File: config.mk
export PLATFORM = sky130hd
export DESIGN_NAME = scmc_clock_mode
export DESIGN_NICKNAME = d
export VERILOG_FILES = /design/src/rtl/scmc_clock_mode.v /design/src/rtl/scmc_divider.v
export VERILOG_INCLUDE_DIRS = /design/src /design/src/rtl
export SDC_FILE = /design/constraint.sdc
export NUM_CORES = 1
export LEC_CHECK = 0
export BUFFER_PORTS_ARGS = -buffer_cell sky130_fd_sc_hd__buf_2
export CAP_MARGIN = 40
export CORE_ASPECT_RATIO = 1.2
export CORE_MARGIN = 3
export CORE_UTILIZATION = 40
export DETAILED_ROUTE_END_ITERATION = 16
export PLACE_DENSITY = 0.6
export SLEW_MARGIN = 10
export SYNTH_ARGS = -nofsm -noshare
export SYNTH_HDL_FRONTEND = slang
export SYNTH_HIERARCHICAL = 1
export SYNTH_SLANG_ARGS = --single-unit
File: constraint.sdc
create_clock -name sys_clk -period 4.2 [get_ports sys_clk]
set_clock_uncertainty 0.15 [all_clocks]
set_input_delay 0.63 -clock sys_clk [delete_from_list [all_inputs] [get_ports sys_clk]]
set_output_delay 0.63 -clock sys_clk [all_outputs]
set_load 0.005 [all_outputs]
File: src/rtl/scmc_map.vh
// Constants for the system clock and operating mode control block.
// Assumes inclusion by bare name from the rtl folder.
`ifndef SCMC_MAP_VH
`define SCMC_MAP_VH

// --------------------------------------------------------------
// Clock selection codes
// --------------------------------------------------------------
`define SCMC_SEL_W 3
`define SCMC_SEL_HS_DIV1 3'h0
`define SCMC_SEL_LS 3'h7
`define SCMC_DIV_W 6

// --------------------------------------------------------------
// Source select values and reset values
// --------------------------------------------------------------
`define SCMC_SRC_INT 1'h0
`define SCMC_SRC_EXT 1'h1
`define SCMC_KEEP_RESET 1'h0
`define SCMC_SEL_RESET 3'h0

// --------------------------------------------------------------
// Operating mode codes, one-hot
// --------------------------------------------------------------
`define SCMC_MODE_W 6
`define SCMC_MODE_FAST 6'h01
`define SCMC_MODE_SLOW 6'h02
`define SCMC_MODE_SLEEP 6'h04
`define SCMC_MODE_HALT_LS 6'h08
`define SCMC_MODE_HALT_BOTH 6'h10
`define SCMC_MODE_HALT_HS 6'h20

`endif

File: src/rtl/scmc_clock_mode.v
// System clock selection and operating-mode control.
// Assumes the CPU core drives halt_req as a one-cycle pulse on sys_clk,
// and oscillator ticks arrive from outside and are synchronised here.
// Oscillator start-up and stability delays are not modelled.
`timescale 1ns/1ns
`include "scmc_map.vh"

// Contract
// - Low-speed clock comes from external crystal or internal RC per ls_source_select.
// - System clock is high-speed (maybe divided) or low-speed per sys_clk_select.
// - High-speed clock comes from external crystal or internal RC per hs_source_select.
// - Divided high-speed clocks from one half to one sixty-fourth are offered.
// - In slow mode high-speed oscillator runs or stops by its enable bit.
// - Six modes: fast, slow, sleep, halt_ls_only, halt_both_osc, halt_hs_only.
// - Fast mode, select 000-110: high-speed divided, all clocks running.
// - Slow mode, select 111: CPU on low-speed clock, high-speed per enable.
// - Halt with both keep bits low enters sleep, stopping everything but the internal low-speed RC while watchdog is enabled.
// - In sleep internal low-speed RC runs only when watchdog is enabled.
// - Halt, keeps 0/1: halt_ls_only; system clock only when select is 111.
// - Halt, both keeps high: halt_both_osc; all clocks run, CPU stops.
// - Halt, keeps 1/0: halt_hs_only; system clock only when select 000-110.
// - Select 000 undivided, 001-110 divide by 2..64, 111 low-speed.
// - Source select 0 is internal RC, 1 is external crystal.
// - Both keep-alive bits reset to zero; 1 keeps oscillator in halt.
module scmc_clock_mode (
  // Clock and reset
  input wire sys_clk,
  input wire rst_n,
  // Control writes from the CPU core
  input wire ctrl_we,
  input wire [`SCMC_SEL_W-1:0] ctrl_sys_clk_select,
  input wire ctrl_hs_source_select,
  input wire ctrl_ls_source_select,
  input wire ctrl_hs_osc_keep_in_halt,
  input wire ctrl_ls_osc_keep_in_halt,
  input wire hs_osc_enable,
  input wire watchdog_enable,
  // Halt and wake
  input wire halt_req,
  input wire wake_req,
  // Oscillator ticks, asynchronous to sys_clk
  input wire ext_high_speed_crystal,
  input wire int_high_speed_rc,
  input wire ext_low_speed_crystal,
  input wire int_low_speed_rc,
  // Current settings
  output reg [`SCMC_SEL_W-1:0] sys_clk_select,
  output reg hs_source_select,
  output reg ls_source_select,
  output reg hs_osc_keep_in_halt,
  output reg ls_osc_keep_in_halt,
  // Mode and clock enables
  output reg [`SCMC_MODE_W-1:0] mode,
  output reg cpu_run,
  output reg hs_osc_on,
  output reg ls_osc_on,
  output reg int_ls_rc_on,
  output reg sys_clk_on,
  output reg high_speed_clock,
  output reg low_speed_clock,
  output reg sys_clk_tick
);

  localparam [5:0] ST_FAST = `SCMC_MODE_FAST;
  localparam [5:0] ST_SLOW = `SCMC_MODE_SLOW;
  localparam [5:0] ST_SLEEP = `SCMC_MODE_SLEEP;
  localparam [5:0] ST_HALT_LS = `SCMC_MODE_HALT_LS;
  localparam [5:0] ST_HALT_BOTH = `SCMC_MODE_HALT_BOTH;
  localparam [5:0] ST_HALT_HS = `SCMC_MODE_HALT_HS;

  reg [5:0] next_mode;
  reg next_hs_on;
  reg next_ls_on;
  reg next_int_ls_rc_on;
  reg next_sys_on;
  reg [3:0] sync1;
  reg [3:0] sync2;
  reg [3:0] sync3;
  wire [3:0] osc_in;
  wire [3:0] osc_edge;
  wire hs_edge;
  wire ls_edge;
  wire div_tick;
  wire halt_take;
  wire wake_take;
  wire write_take;
  wire sys_src_edge;

  // Decoding used for both run and halt choices
  function is_ls_sel;
    input [`SCMC_SEL_W-1:0] sel;
    begin
      is_ls_sel = (sel == `SCMC_SEL_LS);
    end
  endfunction

  // Stopped mode chosen by the keep bits sampled with the halt
  function [5:0] halt_target;
    input hs_keep;
    input ls_keep;
    begin
      case ({hs_keep, ls_keep})
        2'b00: halt_target = ST_SLEEP;
        2'b01: halt_target = ST_HALT_LS;
        2'b11: halt_target = ST_HALT_BOTH;
        default: halt_target = ST_HALT_HS;
      endcase
    end
  endfunction

  // Fast and slow are the only modes in which the CPU runs
  function is_run_mode;
    input [5:0] m;
    begin
      is_run_mode = (m == ST_FAST) || (m == ST_SLOW);
    end
  endfunction

  // ------------------------------------------------------------
  // Request qualification
  // ------------------------------------------------------------
  // A stopped CPU issues no writes or halts, so stray strobes are dropped;
  // a wake only matters while the CPU is stopped
  assign write_take = ctrl_we & cpu_run;
  assign halt_take = halt_req & cpu_run;
  assign wake_take = wake_req & ~cpu_run;

  // ------------------------------------------------------------
  // Control bits
  // ------------------------------------------------------------
  always @(posedge sys_clk) begin
    if (!rst_n) begin
      sys_clk_select <= `SCMC_SEL_RESET;
      hs_source_select <= `SCMC_SRC_INT;
      ls_source_select <= `SCMC_SRC_INT;
      hs_osc_keep_in_halt <= `SCMC_KEEP_RESET;
      ls_osc_keep_in_halt <= `SCMC_KEEP_RESET;
    end else if (write_take) begin
      sys_clk_select <= ctrl_sys_clk_select;
      hs_source_select <= ctrl_hs_source_select;
      ls_source_select <= ctrl_ls_source_select;
      hs_osc_keep_in_halt <= ctrl_hs_osc_keep_in_halt;
      ls_osc_keep_in_halt <= ctrl_ls_osc_keep_in_halt;
    end
  end

  // ------------------------------------------------------------
  // Oscillator synchronisers
  // ------------------------------------------------------------
  // Order: hs crystal, hs rc, ls crystal, ls rc
  assign osc_in = {int_low_speed_rc, ext_low_speed_crystal,
                   int_high_speed_rc, ext_high_speed_crystal};

  always @(posedge sys_clk) begin
    if (!rst_n) begin
      sync1 <= 4'h0;
      sync2 <= 4'h0;
      sync3 <= 4'h0;
    end else begin
      sync1 <= osc_in;
      sync2 <= sync1;
      sync3 <= sync2;
    end
  end

  // Edge detect reads only the second and third stages
  genvar g;
  generate
    for (g = 0; g < 4; g = g + 1) begin : gen_edge
      assign osc_edge[g] = sync2[g] & ~sync3[g];
    end
  endgenerate

  // Source muxes, gated by oscillator enables
  assign hs_edge = hs_osc_on &
                   (hs_source_select == `SCMC_SRC_EXT ? osc_edge[0] : osc_edge[1]);
  assign ls_edge = ls_osc_on &
                   (ls_source_select == `SCMC_SRC_EXT ? osc_edge[2] : osc_edge[3]);

  // Divider sees only qualified high-speed edges
  scmc_divider u_div (
    .sys_clk(sys_clk),
    .rst_n(rst_n),
    .run(hs_edge),
    .sel(sys_clk_select),
    .tick(div_tick)
  );

  // ------------------------------------------------------------
  // System tick source
  // ------------------------------------------------------------
  // The divider steps once per selected high-speed edge, so the ratio
  // is exact; a tick lags its high-speed edge by one cycle
  assign sys_src_edge = is_ls_sel(sys_clk_select) ? ls_edge : div_tick;

  // ------------------------------------------------------------
  // Mode machine
  // ------------------------------------------------------------
  always @* begin
    next_mode = mode;
    case (mode)
      ST_FAST, ST_SLOW: begin
        if (halt_take) begin
          next_mode = halt_target(hs_osc_keep_in_halt, ls_osc_keep_in_halt);
        end else if (is_ls_sel(sys_clk_select)) begin
          next_mode = ST_SLOW;
        end else begin
          next_mode = ST_FAST;
        end
      end
      ST_SLEEP, ST_HALT_LS, ST_HALT_BOTH, ST_HALT_HS: begin
        if (wake_take)
          next_mode = is_ls_sel(sys_clk_select) ? ST_SLOW : ST_FAST;
      end
      default: next_mode = ST_FAST;
    endcase
  end

  // Clock enables per mode
  always @* begin
    next_hs_on = 1'b0;
    next_ls_on = 1'b0;
    next_int_ls_rc_on = 1'b1;
    next_sys_on = 1'b0;
    case (next_mode)
      ST_FAST: begin
        next_hs_on = 1'b1;
        next_ls_on = 1'b1;
        next_sys_on = 1'b1;
      end
      ST_SLOW: begin
        next_hs_on = hs_osc_enable;
        next_ls_on = 1'b1;
        next_sys_on = 1'b1;
      end
      ST_SLEEP: begin
        next_int_ls_rc_on = watchdog_enable;
      end
      ST_HALT_LS: begin
        next_ls_on = 1'b1;
        next_sys_on = is_ls_sel(sys_clk_select);
      end
      ST_HALT_BOTH: begin
        next_hs_on = 1'b1;
        next_ls_on = 1'b1;
        next_sys_on = 1'b1;
      end
      ST_HALT_HS: begin
        next_hs_on = 1'b1;
        next_sys_on = !is_ls_sel(sys_clk_select);
      end
      default: begin
        next_hs_on = 1'b1;
        next_ls_on = 1'b1;
        next_sys_on = 1'b1;
      end
    endcase
  end

  always @(posedge sys_clk) begin
    if (!rst_n) begin
      mode <= ST_FAST;
      cpu_run <= 1'b1;
    end else begin
      mode <= next_mode;
      cpu_run <= is_run_mode(next_mode);
    end
  end

  // Enables are registered from the next mode so they switch with it
  always @(posedge sys_clk) begin
    if (!rst_n) begin
      hs_osc_on <= 1'b1;
      ls_osc_on <= 1'b1;
      int_ls_rc_on <= 1'b1;
      sys_clk_on <= 1'b1;
    end else begin
      hs_osc_on <= next_hs_on;
      ls_osc_on <= next_ls_on;
      int_ls_rc_on <= next_int_ls_rc_on;
      sys_clk_on <= next_sys_on;
    end
  end

  // ------------------------------------------------------------
  // Clock tick outputs
  // ------------------------------------------------------------
  always @(posedge sys_clk) begin
    if (!rst_n) begin
      high_speed_clock <= 1'b0;
      low_speed_clock <= 1'b0;
      sys_clk_tick <= 1'b0;
    end else begin
      high_speed_clock <= hs_edge;
      low_speed_clock <= ls_edge;
      sys_clk_tick <= sys_clk_on & sys_src_edge;
    end
  end

endmodule // scmc_clock_mode

File: src/rtl/scmc_divider.v
// Divider for the high-speed clock: produces enables at 1/1 .. 1/64.
// Assumes it runs on sys_clk and counts one tick per high-speed edge.
`timescale 1ns/1ns
`include "scmc_map.vh"

module scmc_divider (
  // Clock and reset
  input wire sys_clk,
  input wire rst_n,
  // Control
  input wire run,
  input wire [`SCMC_SEL_W-1:0] sel,
  // Divided enable
  output reg tick
);

  reg [`SCMC_DIV_W-1:0] count;
  reg hit;
  integer i;

  // ------------------------------------------------------------
  // Tap decode
  // ------------------------------------------------------------
  always @* begin
    hit = 1'b1;
    for (i = 0; i < `SCMC_DIV_W; i = i + 1) begin
      if (i < sel && !count[i])
        hit = 1'b0;
    end
  end

  // Divide by 2^sel for sel 0..6
  always @(posedge sys_clk) begin
    if (!rst_n) begin
      count <= 6'h00;
      tick <= 1'b0;
    end else if (run) begin
      count <= count + 6'h01;
      tick <= hit;
    end else begin
      // Count holds between edges so the ratio stays exact
      tick <= 1'b0;
    end
  end

endmodule // scmc_divider

==> results.toml <==
[clocking]
clock_latency_ns = 0.28
numClockSinks = 40
cts_setup_buffers = 0
ctsResizeCount = 0
htreeDepth = 2
cts_buffers = 5
holdBufCountCts = 0
clockBufferDepth = 2
cts-root-buf = "clkbuf_8"
cts_tree = "yes"
clk_pin_slew_ns = 0.07

[global_routing]
grt_pass1_vias = 1332
overflow = 0
grt_start_max_net_pins = 31
grt_pass1_wl_mm = 5.95
antenna_found_initial = 0
grtUsageTotal_pct = 15.5

[setup_path]
cp_data_arrival_time_ns = 2.21
r2r_cells = 5
worstSetupEndpointType = "register"
critPathMaxFanout = 7
start_kind = "register"
timing_worst_setup_path_type = "register to register"
cp.required_ns = 4.19

[place]
hpwl_mm = 2.52
dpl_cell_area_um2 = 1820
io_buffer_count = 38
place_inst = 257
gp_congestion = 0.875

[floorplan]
core-area_um2 = 3720
die_y_um = 75.2
fp-row-count = 24
die_area_um2 = 4790
io_pins = 39
die_w_um = 63.7
start_util_pct = 42.9

[power_and_ir_drop]
ir_drop_mv = 0.231
internal-power_w = 0.000564
p_seq_share_pct = 55.5
leakage_nw = 0.834
switching_share_pct = 26.0
totalPowerFinal_w = 0.000762
p_comb_share_pct = 14.0
p_clk_share_pct = 30.5
powerDensity_nw_per_um2 = 401
p_sw_w = 0.000198

[routing]
drtPass1Iterations = 4
vias_per_cell = 5.05
postRouteAntennaNets = 0
drt_iter0_drc = 92
wire_per_inst_um = 12.9
routed_wl_mm = 3.40
drc = 0
via_count = 1332

[cells_and_area]
final_cell_mix = "dfxtp_1, buf_2, and2_1, nand2_1"
drive_gt1_share_pct = 22.6
final_common_cell = "dfxtp_1"
layoutNonFillerInstCount = 264
postLayoutCoreUtil_pct = 51.1
final_nets = 231
synthToLayoutAreaGrowth_pct = 19.0
n_antenna_cell = 0
final_area_um2 = 1900

[logic_synthesis]
synth_nets = 193
ys_ff_latch = 40
synth_edf_count = 0
synthArstFlopShare_pct = 0
netlist_instances = 174
synth_ff_type = "dfxtp_1"
yosysUniqueCellTypes = 41
netlist_area_um2 = 1600
syn-mean-instance-area_um2 = 9.18
ys_seq_area_share_pct = 50.1
synth_warnings = 6

[status]
outcome = "complete, no violations"

[sta]
period_needed_ns = 2.22
slew_violations = 0
fin_setup_tns_ns = 0
setup_viol = 0
worstMarginPinSlew_ns = 0.538
max_freq_ghz = 0.450
finalCritPeriodShare_pct = 52.9
relSlewSlack_pct = 64.0
rsz0062_at_grt = "false"
hold_viol = 0

[run]
drv_cap = 0

[min_path]
holdPathStages = 1
min-delay-path-class = "register to register"
==> final timing paths <==
kind / startpoint / endpoint / slack, ns
worst min register to register: sync1[3] / sync2[3] / 0.28
worst min-delay path: sync1[3] / sync2[3] / 0.28
worst max-delay path: mode[3] / sys_clk_on / 1.98
worst max register to register: mode[3] / sys_clk_on / 1.98
==> area by class of cell <==
| cell class | count | area, um2 |
|---|---|---|
| clock buffer | 6 | 72.6 |
| clock inverter | 1 | 5.00 |
| fill | 387 | 1820 |
| inverter | 8 | 30.0 |
| multi-input combinational | 119 | 738 |
| sequential | 40 | 801 |
| tap | 52 | 65.1 |
| timing repair buffer | 38 | 190 |
==> cells by family (layout without fill, tap and decap cells) <==
family	count (synthesis)	after routing	share of synthesized area, %
muxes	1	1	0.626
and+or+nand+nor	81	81	28.4
buffers and inverters	15	53	3.68
adders and majority gates	1	1	0.783
AOI/OAI and AO/OA	30	30	13.1
xor gates and xnor gates	6	6	3.29
DFF	40	40	50.1
==> worst max-delay path, stage by stage, from the launching register on <==
cell and delay, ns:
dfxtp_1 0.38, or4_1 0.56, or3_1 0.47, o31a_1 0.31, nand3b_1 0.11, o2111ai_2 0.11
==> state kept, by name, indices dropped and copies added, names as in the netlist, 3 cells and up <==
| name | count |
|---|---|
| mode | 6 |
| u_div/count | 6 |
| sync1 | 4 |
| sys_clk_select | 3 |
| sync3 | 4 |
| sync2 | 4 |
==> cells in the mapped netlist (3+ instances only) <==
| cell type | number | area share (%) |
|---|---|---|
| o21ai_0 | 6 | 1.9 |
| nand3_1 | 12 | 3.8 |
| and2_1 | 18 | 7.0 |
| a21oi_1 | 9 | 2.8 |
| dfxtp_1 | 40 | 50 |
| nor2_1 | 12 | 2.8 |
| and3b_1 | 3 | 1.6 |
| xnor2_1 | 4 | 2.2 |
| nand2_1 | 17 | 4.0 |
| clkbuf_1 | 4 | 0.94 |
| inv_1 | 8 | 1.9 |
| nor4b_1 | 3 | 1.6 |
| nor2b_1 | 3 | 1.2 |
==> power groups by stage <==
stage | registers (W) | logic, W | clock network, W
2_1_floorplan | 0.000426 | 0.0000721 | 0
3_3_place_gp | 0.000431 | 0.000104 | 0
3_5_place_dp | 0.000431 | 0.000107 | 0
4_1_cts | 0.000423 | 0.000108 | 0.000241
5_1_grt | 0.000427 | 0.000122 | 0.000256
6_report | 0.000423 | 0.000107 | 0.000232
==> routing by layer <==
metal	up-vias	global-route usage (%)	wire (um)
met4	0	5.04	13
met1	614	19.2	1570
met5	-	0	0
met3	2	4.33	205
met2	42	26.3	1610
li1	674	-	-
==> stage by stage <==
step	hold WS [ns]	setup WS, ns
6_report	0.284	1.98
3_3_place_gp	0.265	2.06
5_1_grt	0.307	1.85
2_1_floorplan	0.262	2.06
3_5_place_dp	0.270	2.01
4_1_cts	0.287	1.98
(Power assumes the default switching activity.)
